[src/psicfg_pkg.sv]
package psicfg_pkg;
   localparam int          NUM_REGS      = 5;
   localparam logic [7:0]  ADDR_LINK     = 8'h05;
   localparam logic [7:0]  ADDR_MODE     = 8'h06;
   localparam logic [7:0]  ADDR_SLOTA    = 8'h07;
   localparam logic [7:0]  ADDR_SLOTB    = 8'h08;
   localparam logic [7:0]  ADDR_FREE_RUNNING_ENABLE    = 8'h09;
   localparam logic [7:0]  RESET_VALUE   = 8'h00;
   localparam int          IDX_LINK      = 0;
   localparam int          IDX_MODE      = 1;
   localparam int          IDX_SLOTA     = 2;
   localparam int          IDX_SLOTB     = 3;
   localparam int          IDX_FREE_RUNNING_ENABLE     = 4;
   localparam int          BIT_LOCK      = 7;
   localparam int          BIT_PCM       = 6;
   localparam int          BIT_SYNC_PULLDOWN_ENABLE   = 5;
   localparam int          BIT_LATENCY   = 4;
   localparam int          BIT_WORDLEN   = 3;
   localparam int          BIT_BLANK     = 2;
   localparam int          BIT_CRC       = 1;
   localparam int          BIT_BAUD      = 0;
   localparam int          MODE_MSB      = 7;
   localparam int          MODE_LSB      = 6;
   localparam int          LPF_MSB       = 5;
   localparam int          LPF_LSB       = 4;
   localparam int          SLOTB_HI_MSB  = 3;
   localparam int          SLOTB_HI_LSB  = 2;
   localparam int          SLOTA_HI_MSB  = 1;
   localparam int          SLOTA_HI_LSB  = 0;
   localparam int          BIT_FREE_RUNNING_ENABLE     = 6;
   localparam int          SLOT_W        = 10;
   localparam int          CNT_W         = 18;
   localparam logic [2:0]  DAISY_FIRST   = 3'h1;
   localparam logic [1:0]  LPF_3POLE     = 2'h0;
   localparam logic [1:0]  LPF_4POLE     = 2'h1;
   localparam int          CLK_HZ        = 125000000;
   localparam int          CLK_PERIOD_PS = 8000;
   localparam int          SLOT_UNIT_PS  = 500000;
   localparam int          BAUD_LOW_HZ   = 125000;
   localparam int          BAUD_HIGH_DHZ = 1905000;
   localparam int          BAUD_LOW_CYC  = CLK_HZ / BAUD_LOW_HZ;
   localparam int          BAUD_HIGH_CYC = (CLK_HZ / BAUD_HIGH_DHZ) * 10
                                           + ((CLK_HZ % BAUD_HIGH_DHZ) * 10) / BAUD_HIGH_DHZ;
   localparam int          DEFAULT_SLOT_DELAY_NS = 50000;
   localparam int          MIN_BLANK_NS  = 250000;
   localparam int          CLK_PERIOD_NS = 8;
   typedef enum logic [1:0] {
      MODE_NORMAL = 2'h0,
      MODE_DOUBLE = 2'h1,
      MODE_RES16  = 2'h2,
      MODE_DAISY  = 2'h3
   } psicfg_mode_t;
   typedef enum logic [1:0] {
      ST_IDLE = 2'h0,
      ST_BURN = 2'h1,
      ST_READ = 2'h3
   } psicfg_state_t;
endpackage

[src/psicfg_cfg_if.sv]
`timescale 1ns/10ps
interface psicfg_cfg_if;
   logic [7:0]                      cfg_byte [psicfg_pkg::NUM_REGS];
   logic                            lock_bit;
   logic                            pcm_en;
   logic                            sync_pulldown_enable;
   logic                            latency_slot;
   logic                            word8;
   logic                            blank_by_slot;
   logic                            use_crc;
   logic                            baud_high;
   psicfg_pkg::psicfg_mode_t        mode;
   logic [1:0]                      lpf_sel;
   logic                            lpf_reserved;
   logic                            free_running_enable_mode;
   logic                            slot_a_default;
   logic                            use_slot_b;
   logic [psicfg_pkg::SLOT_W-1:0]   slot_a;
   logic [psicfg_pkg::SLOT_W-1:0]   slot_b;
   modport bank (output cfg_byte, input lock_bit, pcm_en, sync_pulldown_enable, latency_slot, word8,
                 blank_by_slot, use_crc, baud_high, mode, lpf_sel, lpf_reserved,
                 free_running_enable_mode, slot_a_default, use_slot_b, slot_a, slot_b);
   modport dec  (input cfg_byte, output lock_bit, pcm_en, sync_pulldown_enable, latency_slot, word8,
                 blank_by_slot, use_crc, baud_high, mode, lpf_sel, lpf_reserved,
                 free_running_enable_mode, slot_a_default, use_slot_b, slot_a, slot_b);
endinterface

[src/psicfg_bank.sv]
`timescale 1ns/10ps
// Function
// - Programming with lock set burns lock fuse, rereads array, rejects later writes
// - Once lock fuse is burnt, array parity check is enabled
// - Pulse-code pin carries modulation when enabled, otherwise driven low
// - Outside daisy chain, pulldown after sync only when pulldown enable set
// - Daisy chain: with pulldown enable set, pulldown if no address, or run command and address 001
// - Latency reference is sync pulse at zero, time slot at one
// - Response words are 10 bits at zero, 8 bits at one
// - After accepted sync, further syncs ignored per selected blanking method
// - Responses use even parity at zero, 3-bit CRC at one
// - Bit rate is 125 kBaud at zero, 190.5 kBaud at one
// - Two-bit mode field: normal, double rate, 16-bit, daisy chain
// - Filter field: 400 Hz three-pole, four-pole, two reserved codes
// - Slot fields count half-microsecond units, 0.5 to 511.5 us
// - Zero slot: default delay or free_running_enable mode; nonzero: slot from sync start
// - Second slot used only in double rate and 16-bit modes
// - Free_running_enable bit in neighbouring register enables free-running transmission
module psicfg_bank #(
   parameter int DEFAULT_SLOT_CYCLES = psicfg_pkg::DEFAULT_SLOT_DELAY_NS
                                       / psicfg_pkg::CLK_PERIOD_NS,
   parameter int MIN_BLANK_CYCLES    = psicfg_pkg::MIN_BLANK_NS / psicfg_pkg::CLK_PERIOD_NS
) (
   input  wire logic        clk,
   input  wire logic        rst,
   input  wire logic        fuse_erase,
   input  wire logic        wr_en,
   input  wire logic [7:0]  wr_addr,
   input  wire logic [7:0]  wr_data,
   input  wire logic        rd_en,
   input  wire logic [7:0]  rd_addr,
   output logic      [7:0]  rd_data,
   output logic             rd_valid,
   output logic             wr_rejected,
   input  wire logic        prog_exec,
   output logic             prog_busy,
   input  wire logic        run_mode_cmd,
   input  wire logic [2:0]  chain_addr,
   input  wire logic        chain_addr_valid,
   input  wire logic        sync_pulse,
   input  wire logic        resp_done,
   input  wire logic        pcm_mod,
   output logic             pcm_out,
   output logic             pulldown_on,
   output logic             sync_accept,
   output logic             slot_start,
   output logic             second_slot_start,
   output logic             free_running,
   output logic             latency_slot_ref,
   output logic             word_length_8,
   output logic             crc_select,
   output logic             baud_tick,
   output logic      [1:0]  transmission_mode,
   output logic      [1:0]  lowpass_select,
   output logic             lowpass_reserved,
   output logic             array_check_on,
   output logic             array_error
);
   localparam int N = psicfg_pkg::NUM_REGS;
   localparam int W = psicfg_pkg::CNT_W;
   localparam logic [W-1:0] DEF_SLOT  = W'(DEFAULT_SLOT_CYCLES);
   localparam logic [W-1:0] MIN_BLANK = W'(MIN_BLANK_CYCLES);
   localparam logic [W-1:0] ONE       = W'(1);

   psicfg_cfg_if cfg ();

   logic [7:0]                 fuse_reg  [N];
   logic [7:0]                 stage_reg [N];
   logic [7:0]                 cfg_reg   [N];
   logic                       check_fuse_reg;
   logic                       check_fuse_next;
   psicfg_pkg::psicfg_state_t  state_reg;
   logic [7:0]                 burnt     [N];
   logic [N-1:0]               wr_hit;
   logic [N-1:0]               rd_hit;
   logic                       locked;
   logic [W-1:0]               slot_a_cyc;
   logic [W-1:0]               slot_b_cyc;
   logic [W-1:0]               since_sync_reg;
   logic                       timing_reg;
   logic                       blank_reg;
   logic                       resp_seen_reg;
   logic [1:0]                 resp_cnt_reg;
   logic                       pd_allowed;
   logic                       run_seen_reg;
   logic [W-1:0]               baud_cnt_reg;
   logic [W-1:0]               baud_limit;
   logic [7:0]                 rd_mux;
   logic                       blank_done;

   psicfg_field_decode u_decode (
      .cfg (cfg.dec)
   );

   // One entry per register: address match, burn result, active copy
   genvar gi;
   generate
      for (gi = 0; gi < N; gi++) begin : g_entry
         localparam logic [7:0] ADDR = psicfg_pkg::ADDR_LINK + 8'(gi);
         assign wr_hit[gi]       = (wr_addr == ADDR);
         assign rd_hit[gi]       = (rd_addr == ADDR);
         assign burnt[gi]        = fuse_reg[gi] | stage_reg[gi];
         assign cfg.cfg_byte[gi] = cfg_reg[gi];

         // Fuses ignore rst: they model non-volatile cells, cleared only by fuse_erase
         always_ff @(posedge clk) begin
            if (fuse_erase) begin
               fuse_reg[gi] <= psicfg_pkg::RESET_VALUE;
            end else if (state_reg == psicfg_pkg::ST_BURN) begin
               fuse_reg[gi] <= burnt[gi];
            end
         end

         always_ff @(posedge clk) begin
            if (rst) begin
               stage_reg[gi] <= psicfg_pkg::RESET_VALUE;
            end else if (wr_en && wr_hit[gi] && !locked && !prog_busy) begin
               stage_reg[gi] <= wr_data;
            end
         end

         always_ff @(posedge clk) begin
            if (rst) begin
               cfg_reg[gi] <= psicfg_pkg::RESET_VALUE;
            end else if (state_reg == psicfg_pkg::ST_READ) begin
               cfg_reg[gi] <= fuse_reg[gi];
            end
         end
      end
   endgenerate

   assign locked = cfg.lock_bit;

   always_comb begin
      check_fuse_next = 1'b0;
      for (int i = 0; i < N; i++) begin
         check_fuse_next = check_fuse_next ^ (^burnt[i]);
      end
   end

   // Check value is burnt together with the lock so it covers the final contents
   always_ff @(posedge clk) begin
      if (fuse_erase) begin
         check_fuse_reg <= 1'b0;
      end else if (state_reg == psicfg_pkg::ST_BURN &&
                   burnt[psicfg_pkg::IDX_LINK][psicfg_pkg::BIT_LOCK]) begin
         check_fuse_reg <= check_fuse_next;
      end
   end

   // Readout follows every reset and every burn
   always_ff @(posedge clk) begin
      if (rst) begin
         state_reg <= psicfg_pkg::ST_READ;
      end else begin
         case (state_reg)
            psicfg_pkg::ST_IDLE: begin
               if (prog_exec && !locked) begin
                  state_reg <= psicfg_pkg::ST_BURN;
               end
            end
            psicfg_pkg::ST_BURN: begin
               state_reg <= psicfg_pkg::ST_READ;
            end
            psicfg_pkg::ST_READ: begin
               state_reg <= psicfg_pkg::ST_IDLE;
            end
            default: begin
               state_reg <= psicfg_pkg::ST_IDLE;
            end
         endcase
      end
   end

   always_ff @(posedge clk) begin
      if (rst) begin
         prog_busy <= 1'b1;
      end else begin
         prog_busy <= (state_reg == psicfg_pkg::ST_IDLE) ? (prog_exec && !locked)
                                                          : (state_reg == psicfg_pkg::ST_BURN);
      end
   end

   always_ff @(posedge clk) begin
      if (rst) begin
         array_check_on <= 1'b0;
         array_error    <= 1'b0;
      end else if (state_reg == psicfg_pkg::ST_READ) begin
         array_check_on <= fuse_reg[psicfg_pkg::IDX_LINK][psicfg_pkg::BIT_LOCK];
         // Sticky until reset: a mismatch must not heal on a later readout
         if (fuse_reg[psicfg_pkg::IDX_LINK][psicfg_pkg::BIT_LOCK] &&
             (check_fuse_next != check_fuse_reg)) begin
            array_error <= 1'b1;
         end
      end
   end

   always_ff @(posedge clk) begin
      if (rst) begin
         wr_rejected <= 1'b0;
      end else begin
         wr_rejected <= wr_en && (|wr_hit) && (locked || prog_busy);
      end
   end

   always_comb begin
      rd_mux = 8'h00;
      for (int i = 0; i < N; i++) begin
         if (rd_hit[i]) begin
            rd_mux = cfg_reg[i];
         end
      end
      if (rd_hit[psicfg_pkg::IDX_FREE_RUNNING_ENABLE]) begin
         rd_mux = cfg_reg[psicfg_pkg::IDX_FREE_RUNNING_ENABLE] & (8'h01 << psicfg_pkg::BIT_FREE_RUNNING_ENABLE);
      end
   end

   always_ff @(posedge clk) begin
      if (rst) begin
         rd_data  <= 8'h00;
         rd_valid <= 1'b0;
      end else begin
         rd_valid <= rd_en;
         if (rd_en) begin
            rd_data <= rd_mux;
         end
      end
   end

   // Registered copies of the decoded fields
   always_ff @(posedge clk) begin
      if (rst) begin
         pcm_out           <= 1'b0;
         free_running      <= 1'b0;
         latency_slot_ref  <= 1'b0;
         word_length_8     <= 1'b0;
         crc_select        <= 1'b0;
         transmission_mode <= 2'h0;
         lowpass_select    <= 2'h0;
         lowpass_reserved  <= 1'b0;
      end else begin
         pcm_out           <= cfg.pcm_en && pcm_mod;
         free_running      <= cfg.free_running_enable_mode;
         latency_slot_ref  <= cfg.latency_slot;
         word_length_8     <= cfg.word8;
         crc_select        <= cfg.use_crc;
         transmission_mode <= cfg.mode;
         lowpass_select    <= cfg.lpf_sel;
         lowpass_reserved  <= cfg.lpf_reserved;
      end
   end

   // Half-microsecond units; 62.5 cycles each, so the start rounds down
   assign slot_a_cyc = cfg.slot_a_default ? DEF_SLOT
                     : W'((32'(cfg.slot_a) * psicfg_pkg::SLOT_UNIT_PS)
                          / psicfg_pkg::CLK_PERIOD_PS);
   assign slot_b_cyc = W'((32'(cfg.slot_b) * psicfg_pkg::SLOT_UNIT_PS)
                          / psicfg_pkg::CLK_PERIOD_PS);

   always_ff @(posedge clk) begin
      if (rst) begin
         sync_accept <= 1'b0;
      end else begin
         sync_accept <= sync_pulse && !blank_reg && (state_reg == psicfg_pkg::ST_IDLE);
      end
   end

   always_ff @(posedge clk) begin
      if (rst) begin
         since_sync_reg <= '0;
         timing_reg     <= 1'b0;
      end else if (sync_accept) begin
         since_sync_reg <= ONE;
         timing_reg     <= 1'b1;
      end else if (timing_reg && since_sync_reg != '1) begin
         since_sync_reg <= since_sync_reg + ONE;
      end
   end

   always_ff @(posedge clk) begin
      if (rst) begin
         slot_start        <= 1'b0;
         second_slot_start <= 1'b0;
      end else begin
         slot_start        <= timing_reg && !cfg.free_running_enable_mode &&
                              (since_sync_reg == slot_a_cyc);
         second_slot_start <= timing_reg && cfg.use_slot_b && !cfg.free_running_enable_mode &&
                              (cfg.slot_b != '0) && (since_sync_reg == slot_b_cyc);
      end
   end

   assign blank_done = cfg.blank_by_slot
                     ? (resp_done && resp_cnt_reg == (cfg.use_slot_b ? 2'h1 : 2'h0))
                     : ((resp_seen_reg || resp_done) && since_sync_reg >= MIN_BLANK);

   always_ff @(posedge clk) begin
      if (rst) begin
         blank_reg     <= 1'b0;
         resp_seen_reg <= 1'b0;
         resp_cnt_reg  <= 2'h0;
      end else if (sync_accept) begin
         blank_reg     <= 1'b1;
         resp_seen_reg <= 1'b0;
         resp_cnt_reg  <= 2'h0;
      end else if (blank_reg) begin
         if (blank_done) begin
            blank_reg <= 1'b0;
         end
         if (resp_done) begin
            resp_seen_reg <= 1'b1;
            resp_cnt_reg  <= resp_cnt_reg + 2'h1;
         end
      end
   end

   always_ff @(posedge clk) begin
      if (rst) begin
         run_seen_reg <= 1'b0;
      end else if (run_mode_cmd) begin
         run_seen_reg <= 1'b1;
      end
   end

   always_comb begin
      if (cfg.mode != psicfg_pkg::MODE_DAISY) begin
         pd_allowed = cfg.sync_pulldown_enable;
      end else begin
         pd_allowed = cfg.sync_pulldown_enable && (!chain_addr_valid ||
                      (run_seen_reg && chain_addr == psicfg_pkg::DAISY_FIRST));
      end
   end

   // Pulldown spans from an accepted sync to the end of the first response
   always_ff @(posedge clk) begin
      if (rst) begin
         pulldown_on <= 1'b0;
      end else if (sync_accept) begin
         pulldown_on <= pd_allowed;
      end else if (resp_done || !pd_allowed) begin
         pulldown_on <= 1'b0;
      end
   end

   assign baud_limit = cfg.baud_high ? W'(psicfg_pkg::BAUD_HIGH_CYC)
                                     : W'(psicfg_pkg::BAUD_LOW_CYC);

   always_ff @(posedge clk) begin
      if (rst) begin
         baud_cnt_reg <= '0;
         baud_tick    <= 1'b0;
      end else if (baud_cnt_reg >= baud_limit - ONE) begin
         baud_cnt_reg <= '0;
         baud_tick    <= 1'b1;
      end else begin
         baud_cnt_reg <= baud_cnt_reg + ONE;
         baud_tick    <= 1'b0;
      end
   end
endmodule

[src/psicfg_field_decode.sv]
`timescale 1ns/10ps
module psicfg_field_decode (
   psicfg_cfg_if.dec cfg
);
   logic [7:0] link_b;
   logic [7:0] mode_b;
   always_comb begin
      link_b             = cfg.cfg_byte[psicfg_pkg::IDX_LINK];
      mode_b             = cfg.cfg_byte[psicfg_pkg::IDX_MODE];
      cfg.lock_bit       = link_b[psicfg_pkg::BIT_LOCK];
      cfg.pcm_en         = link_b[psicfg_pkg::BIT_PCM];
      cfg.sync_pulldown_enable        = link_b[psicfg_pkg::BIT_SYNC_PULLDOWN_ENABLE];
      cfg.latency_slot   = link_b[psicfg_pkg::BIT_LATENCY];
      cfg.word8          = link_b[psicfg_pkg::BIT_WORDLEN];
      cfg.blank_by_slot  = link_b[psicfg_pkg::BIT_BLANK];
      cfg.use_crc        = link_b[psicfg_pkg::BIT_CRC];
      cfg.baud_high      = link_b[psicfg_pkg::BIT_BAUD];
      cfg.mode           = psicfg_pkg::psicfg_mode_t'(
                              mode_b[psicfg_pkg::MODE_MSB:psicfg_pkg::MODE_LSB]);
      cfg.lpf_sel        = mode_b[psicfg_pkg::LPF_MSB:psicfg_pkg::LPF_LSB];
      cfg.lpf_reserved   = (cfg.lpf_sel != psicfg_pkg::LPF_3POLE) &&
                           (cfg.lpf_sel != psicfg_pkg::LPF_4POLE);
      cfg.slot_a         = {mode_b[psicfg_pkg::SLOTA_HI_MSB:psicfg_pkg::SLOTA_HI_LSB],
                            cfg.cfg_byte[psicfg_pkg::IDX_SLOTA]};
      cfg.slot_b         = {mode_b[psicfg_pkg::SLOTB_HI_MSB:psicfg_pkg::SLOTB_HI_LSB],
                            cfg.cfg_byte[psicfg_pkg::IDX_SLOTB]};
      // Zero slot picks default delay or free running, set by the free_running_enable bit
      cfg.free_running_enable_mode     = (cfg.slot_a == '0) &&
                           cfg.cfg_byte[psicfg_pkg::IDX_FREE_RUNNING_ENABLE][psicfg_pkg::BIT_FREE_RUNNING_ENABLE];
      cfg.slot_a_default = (cfg.slot_a == '0) && !cfg.free_running_enable_mode;
      cfg.use_slot_b     = (cfg.mode == psicfg_pkg::MODE_DOUBLE) ||
                           (cfg.mode == psicfg_pkg::MODE_RES16);
   end
endmodule

[config.mk]
export PLATFORM = sky130hd
export DESIGN_NAME = psicfg_bank
export DESIGN_NICKNAME = d
export VERILOG_FILES = /design/src/psicfg_pkg.sv /design/src/psicfg_cfg_if.sv /design/src/psicfg_bank.sv /design/src/psicfg_field_decode.sv
export SDC_FILE = /design/constraint.sdc
export NUM_CORES = 1
export LEC_CHECK = 0
export BUFFER_PORTS_ARGS = -buffer_cell sky130_fd_sc_hd__buf_2
export CAP_MARGIN = 20
export CELL_PAD_IN_SITES_DETAIL_PLACEMENT = 1
export CELL_PAD_IN_SITES_GLOBAL_PLACEMENT = 1
export CORE_UTILIZATION = 54
export CTS_CLUSTER_SIZE = 16
export DETAILED_ROUTE_END_ITERATION = 10
export PLACE_DENSITY_LB_ADDON = 0.1
export SLEW_MARGIN = 20
export SYNTH_ARGS = -nofsm -noshare
export SYNTH_HDL_FRONTEND = slang
export SYNTH_SLANG_ARGS = --single-unit
[constraint.sdc]
create_clock -name clk -period 34.3 [get_ports clk]
set_input_delay 6.86 -clock clk [delete_from_list [all_inputs] [get_ports clk]]
set_output_delay 6.86 -clock clk [all_outputs]
set_load 0.01 [all_outputs]
# Word level (Yosys, flattened, before mapping)
# Memory sizes are Yosys's and may differ from the RTL's.
# Cells that the tools add are included.
[word_totals]
ram_bits = 120
latch_bits = 0
rom_bits = 0
n_memories = 3
reg_bits = 73
input_bits = 38
[classes]
multipliers = 2
div_mod_pow = 2
muxes = 61
eq_ne = 23
n_shift = 0
bitwise_logic = 24
n_reduce_logical = 64
n_lt_le_gt_ge = 2
add_sub_neg = 4
[memory_table]
columns = ["name", "words", "word_bits", "read_ports", "rd_clocked_by_memory_dff", "write_ports", "line_no", "source"]
rows = [
  ["cfg_reg", 5, 8, 5, 0, 5, "psicfg_bank.sv:69", "logic [7:0] cfg_reg [N];"],
  ["fuse_reg", 5, 8, 5, 0, 5, "psicfg_bank.sv:67", "logic [7:0] fuse_reg [N];"],
  ["stage_reg", 5, 8, 5, 0, 5, "psicfg_bank.sv:68", "logic [7:0] stage_reg [N];"],
]
[ops]
columns = ["cell", "n"]
rows = [
  ["$mux 8", 20],
  ["$div 29x13->32 const B", 2],
  ["$eq 8x3->1 const B", 6],
  ["$mul 10x14->24 const B", 2],
  ["$or 8x8->8", 5],
  ["$reduce_xor 8->1", 5],
  ["$logic_and 1x1->1", 37],
  ["$mux 1", 37],
  ["$add 18x1->18 const B", 2],
  ["$eq 18x18->1", 2],
  ["$eq 8x4->1 const B", 4],
  ["$ge 18x15->1 const B", 1],
  ["$ge 18x18->1", 1],
  ["$mux 18", 1],
  ["$ne 18x18->1 const B", 1],
  ["$or 1x1->1", 15],
  ["$sub 10x1->11 const B", 1],
  ["$logic_not 10->1", 1],
  ["$reduce_bool 10->1", 1],
  ["$mux 9", 1],
  ["$logic_not 1->1", 6],
  ["$reduce_bool 2->1", 3],
  ["$logic_or 1x1->1", 5],
  ["$reduce_or 5->1", 1],
  ["other kinds (14)", 22],
]

# Depth between registers and ports, before layout
# Gate-level depths: netlist of the first run.
# An unclocked memory read counts as a cell.
[logic_depth]
ltp_word = 10
ltp_mapped = 67
depth_no_buf = 56

# Hierarchy
# From an unflattened synthesis of the first run, not the netlist that was laid out.
[unflattened]
hier_cells = 2843
area_unflattened_um2 = 23795.3
[modules_own_cells]
columns = ["mod", "seq_area_each_um2", "n_inst", "cells_each", "area_per_inst_um2"]
rows = [
  ["psicfg_bank", 5064.9, 1, 2803, 23501.3],
  ["psicfg_field_decode", 0.0, 1, 40, 294.0],
]

# Least setup slack after synthesis of the first run
# OpenSTA, ideal clock, no wires.
[synth_path]
kind = "reg-to-reg"
startpoint = "mem cfg_reg[3][2]"
endpoint = "reg second_slot_start"
setup_time_ns = 0.119
synth_period_minus_slack_ns = 15.162
arrival_ns = 15.043
path_slack_ns = 19.138
n_path_buf = 5
path_stages_with_launch = 60
cell_sequence = "edfxtp_1 > inv_1 > fa_1 > inv_1 > ha_1 > fa_1 > inv_1 > fa_1 > fa_1 > inv_1 > ha_1 > clkbuf_1 > and4_1 > inv_1 > o211a_2 > o311a_1 > o211a_2 > and4_1 > (+24 left out) > nand2b_1 > xor2_1 > mux2_2 > or4_4 > o211a_1 > o31ai_2 > nor2_1 > nor4b_1 > o211ai_1 > nand2_2 > maj3_2 > o21a_1 > a41o_1 > o21ai_0 > nand2_1 > o32ai_1 > xnor2_1 > nor3_1"
[synth_rtl]
columns = ["item", "line_no", "source"]
rows = [
  ["from (decl)", "psicfg_bank.sv:69", ""],
  ["to (signal assigned)", "psicfg_bank.sv:287", "second_slot_start <= timing_reg && cfg.use_slot_b && !cfg.free_running_enable_mode &&"],
  ["to (decl)", "psicfg_bank.sv:47", "output logic second_slot_start,"],
]

==> results.md, run 1 <==
Layout:
- The finished layout holds 3446 standard cells, fillers aside.
- The layout has 5268 filler cells.
- Leaving out fill and tap cells, the most frequent cells in the layout are 282 x sky130_fd_sc_hd__nor2_1, 195 x sky130_fd_sc_hd__nand2_1, 164 x sky130_fd_sc_hd__ha_1, 139 x sky130_fd_sc_hd__xnor2_1, 135 x sky130_fd_sc_hd__a21oi_1.
- Across the whole layout, storage elements account for 0.00485 mm².
- The utilization after layout is 0.578.
- The commonest non-fill, non-tap cell in the layout is sky130_fd_sc_hd__nor2_1.
- The total area of multi-input combinational cells is 0.0178 mm².
- The area growth from synthesis to layout is 5.55%.
- The finished cells cover 0.0250 mm².
- The number of nets in the layout is 3098.
- The share of cells above drive strength 1 is 0.104.

Logic synthesis:
- For this run, the register share of the synthesized area comes to 0.205.
- Synthesis produced 2852 cells.
- After synthesis, the share of flip-flops with an asynchronous set or reset is 0.
- In the synthesized netlist the dominant register cell turns out to be sky130_fd_sc_hd__edfxtp_1.
- The Yosys step of the flow raised 0 warnings.
- Yosys mapped the design onto 142 distinct sky130hd cell types.
- The synthesized area per cell is 8.30 µm².
- The synthesized netlist occupies a cell area of 0.0237 mm².
- The count of flip-flops with a built-in enable after synthesis is 113.
- The flip-flop and latch count after synthesis is 186.

Timing:
- The total count of max-transition violations in the final report is 0.
- The headroom to the max-slew limit is 0.245.
- The final critical path time including I/O delays and setup is 20.08 ns.
- Setup repair after global routing left no endpoint under its margin.
- The final hold violation count was 0.
- Of the available clock period, the critical path in the final layout requires 0.585.
- Setup violations remaining at the end of the flow were counted as 0.
- Summed over all failing endpoints, the final setup total negative slack is 0 ns.
- Across the routed clock network, the largest skew measured is 0.0150 ns.
- At the pin with the least slew margin, the transition time is 1.13 ns.
- The maximum achievable frequency is 49.8 MHz.

Clock network:
- The clock-pin slew on the worst setup and hold paths is 0.08 ns.
- No sink is reached through more buffers than the 2 on the longest clock path.
- The H-tree depth is 4.
- The number of instances resized during post-cts repair is 0.
- TritonCTS built the clock tree.
- The TritonCTS buffer count is 17.
- The tree is rooted in a sky130_fd_sc_hd__clkbuf_16.
- The number of hold-repair buffers added at the cts stage is 0.
- The post-CTS setup buffer count is 0.
- The clock latency on the worst-skew pair is 0.46 ns.
- Clock tree synthesis found a total of 186 sinks.

Critical path:
- The worst setup path is captured at a flip-flop.
- The most used cell along the critical path is sky130_fd_sc_hd__a31oi_1.
- The element type at the critical path start is a flip-flop.
- The critical path is of the reg2reg type.
- The flop-to-flop setup slack is 14.22 ns.
- The largest single stage delay on the critical path is 0.86 ns.
- At the worst endpoint, the required time is 34.69 ns.
- The launch instance of the worst register-to-register path is cfg_reg[2][2].
- Of all nets on the critical path, the largest fanout is 15.
- The end of the worst register-to-register path is slot_start.
- Among all stages on the critical path, the largest delay is contributed by sky130_fd_sc_hd__a31oi_1.
- The data arrival time at the worst-slack endpoint is 20.47 ns.
- For the worst flop-to-flop path, the logic depth is 51.

Hold path:
- The end point of the worst hold path is rd_data[6].
- The cell depth of the worst min-delay path is 2.
- The worst hold path begins at rd_data[6].
- The worst hold path class is reg2reg.

Floorplanning:
- The die is 211 µm tall.
- The die outline width is 211 µm.
- The area inside the core boundary is 0.0432 mm².
- The floorplan has 76 rows.
- The starting density of the core is 0.548.
- The die covers 0.0447 mm².
- During I/O placement, the number of pins put on the boundary was 66.

Global routing:
- The global-route wire length before repair is 131000 µm.
- The global-route total usage across every layer is 0.366.
- The initial antenna violation count is 1.
- The number of global-route vias before repair is 23800.
- The maximum number of pins on one net before global-route repair is 41.
- The total overflow left after global routing is 0.

Run:
- Max-cap violations in this run came to 0.

Outcome:
- The flow ran to the end, and the final reports show no timing, DRC or antenna violations.

Detailed routing:
- Using the TritonRoute via totals, the vias-per-cell ratio works out to 6.82.
- The pre-antenna-repair detailed-routing pass consisted of 5 iterations.
- After detailed routing, the average wire length per cell comes to 23.9 µm.
- The count of vias placed by the detailed router is 23500.
- For this block, the routed nets add up to 82400 µm of wire.
- The count of nets left with antenna violations after detail routing is 0.
- The detailed router finished its first iteration with 1960 violations.
- The count of unresolved DRC violations after routing is 0.

Placed design:
- In this run the cell area measured after placement is 0.0244 mm².
- The HPWL after detailed placement is 61400 µm.
- The congestion estimate from routability-driven global placement came to 0.938.
- Once placement completed, the tool counted placed cells totaling 3412.
- During placement, the flow inserted port buffers numbering 65.
kinds of logic after synthesis:
family                   after synthesis  synth area share
AO/OA/AOI/OAI                        824             0.267
XOR/XNOR                             210            0.0793
adder cells (fa/ha/maj)              223             0.133
buffers and inverters                250            0.0441
flip-flops                           186             0.205
multiplexers                          66            0.0306
other                                  1          0.000159
AND/OR/NAND/NOR                     1092             0.241
routing by layer:
layer	part of all wire	wire, µm	global-route usage
met5	0	0	0
met2	0.49	40500	0.633
met4	0.032	2640	0.135
met3	0.049	4070	0.0383
met1	0.43	35200	0.470
per-stage QoR:
step	hold WS (ns)	worst slack, ns
final	0.496	14.22
after global routing	0.517	13.01
after CTS	0.485	14.68
after detailed placement	0.463	14.76
after global placement	0.429	15.42
after floorplan	0.418	19.14
area by class of cell:
| class | count | area share |
|---|---|---|
| diodes | 2 | 0.000200 |
| clock buffers | 18 | 0.0172 |
| clock inverters | 14 | 0.00516 |
| inverters | 134 | 0.0201 |
| multi-input cells | 2422 | 0.715 |
| flip-flops and latches | 186 | 0.194 |
| well taps | 585 | 0.0293 |
| repair buffers | 85 | 0.0190 |
cell usage after synthesis (13+ instances only):
master	count	area (µm²)
sky130_fd_sc_hd__nor4_1	36	225
sky130_fd_sc_hd__a21o_1	42	315
sky130_fd_sc_hd__o22ai_1	20	125
sky130_fd_sc_hd__or2_2	17	106
sky130_fd_sc_hd__edfxtp_1	113	3390
sky130_fd_sc_hd__a21oi_1	135	676
sky130_fd_sc_hd__a22oi_1	17	128
sky130_fd_sc_hd__a211o_1	22	193
sky130_fd_sc_hd__o31a_1	17	149
sky130_fd_sc_hd__nor3_1	83	415
sky130_fd_sc_hd__and4_1	14	123
sky130_fd_sc_hd__nand2_1	195	732
sky130_fd_sc_hd__clkbuf_1	73	274
sky130_fd_sc_hd__nor2b_1	35	219
sky130_fd_sc_hd__nor2_1	282	1060
sky130_fd_sc_hd__o211ai_1	44	330
sky130_fd_sc_hd__o211a_1	13	130
sky130_fd_sc_hd__inv_1	134	503
sky130_fd_sc_hd__mux2_2	27	304
sky130_fd_sc_hd__xnor2_1	140	1230
sky130_fd_sc_hd__a211oi_1	40	300
sky130_fd_sc_hd__mux2i_1	35	350
sky130_fd_sc_hd__and2_1	108	676
sky130_fd_sc_hd__ha_1	164	2050
sky130_fd_sc_hd__xor2_1	65	569
sky130_fd_sc_hd__or3_1	24	150
sky130_fd_sc_hd__nand2b_1	24	150
sky130_fd_sc_hd__o31ai_1	22	165
sky130_fd_sc_hd__o21ai_1	21	105
sky130_fd_sc_hd__buf_2	25	125
sky130_fd_sc_hd__and3_1	38	238
sky130_fd_sc_hd__nand3_1	96	480
sky130_fd_sc_hd__o21a_1	27	203
sky130_fd_sc_hd__fa_1	50	1000
sky130_fd_sc_hd__dfxtp_1	73	1460
sky130_fd_sc_hd__nand4_1	49	307
sky130_fd_sc_hd__o21ai_0	100	500
sky130_fd_sc_hd__a31oi_1	54	338
worst max-delay path, delay by kind of cell, from the launching register on:
kind | cells | cell delay (ns)
and+or+nand+nor | 12 | 3.55
muxes | 4 | 0.99
buffers and inverters | 1 | 0.28
AOI/OAI and AO/OA | 24 | 10.25
adders and majority gates | 6 | 2.55
xor gates and xnor gates | 4 | 1.64
DFF | 1 | 0.70
how the worst max path moves through the flow:
stage               slack (ns)                end           from
floorplan                19.14  second_slot_start  cfg_reg[3][2]
detailed placement       14.76         slot_start  cfg_reg[2][2]
global route             13.01         slot_start  cfg_reg[2][2]
finish                   14.22         slot_start  cfg_reg[2][2]
global placement         15.42         slot_start  cfg_reg[2][2]
CTS                      14.68         slot_start  cfg_reg[2][2]
Power of run 1 is not shown: default switching activity piles up to over one toggle a cycle in this logic, so the estimate is an artifact.
==> run 2: changes to the inputs <==
- ABC_AREA: not set -> 1
- CORE_UTILIZATION: 54 -> 43
- clock period: 34.3 -> 17.34 ns (I/O delays scaled with it)
==> results.md, run 2 <==
Outcome:
- The run finished with clean final reports.

Run:
- The number of maximum-capacitance constraint violations is 0 (unchanged).

Detailed routing:
- The detailed-route vias per instance is 5.28 (-23%).
- The count of vias placed by the detailed router is 20000 (-15%).
- The first-pass iteration count of the detailed router is 5 (unchanged).
- The number of DRC violations after detailed-routing iteration 0 is 840 (-57%).
- The count of unresolved DRC violations after routing is 0 (unchanged).
- The count of nets left with antenna violations after detail routing came to 0 (unchanged).
- The per-cell routed wire length was 16.6 µm (-30%).
- The total length of routed wires is 63000 µm (-24%).

Logic synthesis:
- The cell count after synthesis is 3080 (+8.0%).
- Sorting the synthesized cells by how often they occur yields 697 x sky130_fd_sc_hd__nand2_1, 439 x sky130_fd_sc_hd__inv_1, 388 x sky130_fd_sc_hd__nor2_1.
- The distinct cell type count after synthesis is 66 (-54%).
- The total standard cell area after synthesis is 0.0211 mm² (-11%).
- The number of warnings printed during yosys synthesis is 0 (unchanged).
- The cell type with the largest total area after synthesis is sky130_fd_sc_hd__edfxtp_1.
- The synthesized area per cell was 6.85 µm² (-17%).
- The proportion of synthesized flip-flops having asynchronous set or reset came to 0 (unchanged).
- The count of flip-flops with a built-in enable after synthesis is 113 (unchanged).
- In the post-synthesis netlist, the biggest area contributors are sky130_fd_sc_hd__edfxtp_1 16%, sky130_fd_sc_hd__nand2_1 12%, sky130_fd_sc_hd__ha_1 9.7%.
- The flip-flop and latch count after synthesis is 186 (unchanged).
- The fraction of post-synthesis cell area in the top cell type by area is 0.161 (+0.0174).
- The sequential area share after synthesis was 0.230 (+0.0249).
- The most common cell in the synthesized netlist is sky130_fd_sc_hd__nand2_1.
- The top flip-flop cell by instance count after synthesis is sky130_fd_sc_hd__edfxtp_1.

Clock network:
- The H-tree depth is 4 (unchanged).
- The number of hold-repair buffers added at the cts stage is 0 (unchanged).
- The clock-pin slew on the worst setup and hold paths is 0.08 ns (about the same).
- The TritonCTS buffer count is 17 (unchanged).
- CTS placed an instance of sky130_fd_sc_hd__clkbuf_16 at the clock tree root.
- The clock latency on the worst-skew pair is 0.44 ns (-0.02 ns).
- The clock sink count is 186 (unchanged).
- TritonCTS built the clock tree.
- The number of instances resized during post-cts repair is 0 (unchanged).
- The post-CTS setup buffer count came to 0 (unchanged).
- The worst-case clock buffer depth is 2 (unchanged).

Critical path:
- The data arrival time at the worst-slack endpoint came to 15.10 ns (-5.37 ns).
- For this design, the slowest cell found on the critical path is sky130_fd_sc_hd__edfxtp_1.
- The highest fanout seen on the critical path was 13 (-2).
- The worst setup path is of the reg2reg kind.
- STA classifies the critical path startpoint as a flip-flop.
- The worst endpoint required time is 17.68 ns (-17.01 ns).
- The stage delay of the slowest cell on the critical path is 0.62 ns (-0.24 ns).
- The cell class contributing the biggest share of worst-path delay is simple AND/OR/NAND/NOR gates.
- The most used cell along the critical path is sky130_fd_sc_hd__nand2_1.
- The critical path buffer and inverter count was 13 (+12).
- The worst setup path is captured at a flip-flop.

Floorplanning:
- The area inside the core boundary is 0.0480 mm² (+11%).
- The full die area was 0.0500 mm² (+12%).
- The starting density of the core is 0.439 (-0.109).
- The vertical die dimension was 224 µm (+5.8%).
- The die outline width is 224 µm (+5.8%).
- The total I/O pin count is 66 (unchanged).
- The placement row count is 80 (+5.3%).

Global routing:
- The global-route total usage across every layer is 0.257 (-0.109).
- The number of global-route vias before repair came to 21000 (-12%).
- The maximum number of pins on one net before global-route repair came to 42 (+2.4%).
- The initial antenna violation count is 4 (+3).
- The global-route wire length before repair is 105000 µm (-20%).
- The overflow left after global routing is 0 (unchanged).

Hold path:
- The worst hold path belongs to the class reg2reg.

Timing:
- The final setup skew was 0.0145 ns (-0.000462 ns).
- The number of endpoints failing setup at the final stage is 0 (unchanged).
- The final hold violation count came to 0 (unchanged).
- The final critical path time including I/O delays and setup is 14.76 ns (-5.32 ns).
- Setup repair after global routing left no endpoint under its margin.
- The maximum achievable frequency is 67.8 MHz (+36%).
- The slew at the pin closest to its max-slew limit was 1.05 ns (-0.0815 ns).
- The worst hold-check slack was 0.458 ns (-0.0378 ns).
- The post-route setup TNS was 0 ns (unchanged).
- The worst setup slack after layout is 2.58 ns (-11.64 ns).
- The headroom to the max-slew limit is 0.298 (+0.0536).
- The fraction of the cycle the final worst path needs came to 0.851 (+0.266).
- The total count of max-transition violations in the final report came to 0 (unchanged).

Placed design:
- The worst slack after detailed placement is 2.57 ns (-12.19 ns).
- The estimated wirelength of the detail-placed design is 52700 µm (-14%).
- The number of I/O port buffers is 65 (unchanged).
- The number of cells in the design after placement came to 3752 (+10%).
- The final weighted congestion in routability-driven placement is 0.900 (-4.1%).

Layout:
- The library cell used most frequently in the layout, excluding fill and tap cells, is sky130_fd_sc_hd__nand2_1.
- The number of nets in the layout is 3408 (+10%).
- The final-layout fill cell count is 6362 (+21%).
- The count of non-filler cells in the finished layout is 3787 (+9.9%).
- The share of cells above drive strength 1 is 0.144 (+0.0397).
- The top cell types in the final layout, fill and taps aside, are 697 x sky130_fd_sc_hd__nand2_1, 439 x sky130_fd_sc_hd__inv_1, 388 x sky130_fd_sc_hd__nor2_1, 250 x sky130_fd_sc_hd__nand3_1, 164 x sky130_fd_sc_hd__ha_1.
- Compared with the post-synthesis result, the final layout area differs by 7.98%.
-- run 2: final cells by class --
type                       count  area [µm²]  share of cell area
antenna                        3        7.51            0.000330
clock inverter                14         146             0.00643
multi-input combinational   2322       14100               0.618
clock buffer                  18         450              0.0198
sequential                   186        4850               0.213
inverter                     558        2100              0.0920
timing repair buffer          71         370              0.0163
tap                          615         769              0.0338
-- run 2: logic make-up after synthesis --
kind of cell,share of synthesized area
AO/OA/AOI/OAI,0.0972
XOR/XNOR,0.0573
adder cells (fa/ha/maj),0.145
buffers and inverters,0.103
flip-flops,0.230
other,0.000178
AND/OR/NAND/NOR,0.367
-- run 2: worst paths after layout --
path	start	to	slack [ns]	cells after the start
worst max-delay path	cfg_reg[3][2]	second_slot_start	2.58	104
worst min-delay path	baud_cnt_reg[0]	baud_cnt_reg[0]	0.46	1
worst min register to register	baud_cnt_reg[0]	baud_cnt_reg[0]	0.46	1
worst max register to register	cfg_reg[3][2]	second_slot_start	2.58	104
-- run 2: routing by layer --
metal  global-route usage  routed length (µm)
met1                0.324               28800
met2                0.468               31700
met3               0.0221                1440
met4               0.0645                1080
met5                    0                  13
-- run 2: metrics by stage --
step                utilization  cell area [µm²]
finish                    0.474            22800
global route              0.474            22800
CTS                       0.474            22800
detailed placement        0.462            22200
global placement          0.462            22200
floorplan                     -            21100
Power of run 2 is left out for the same reason.
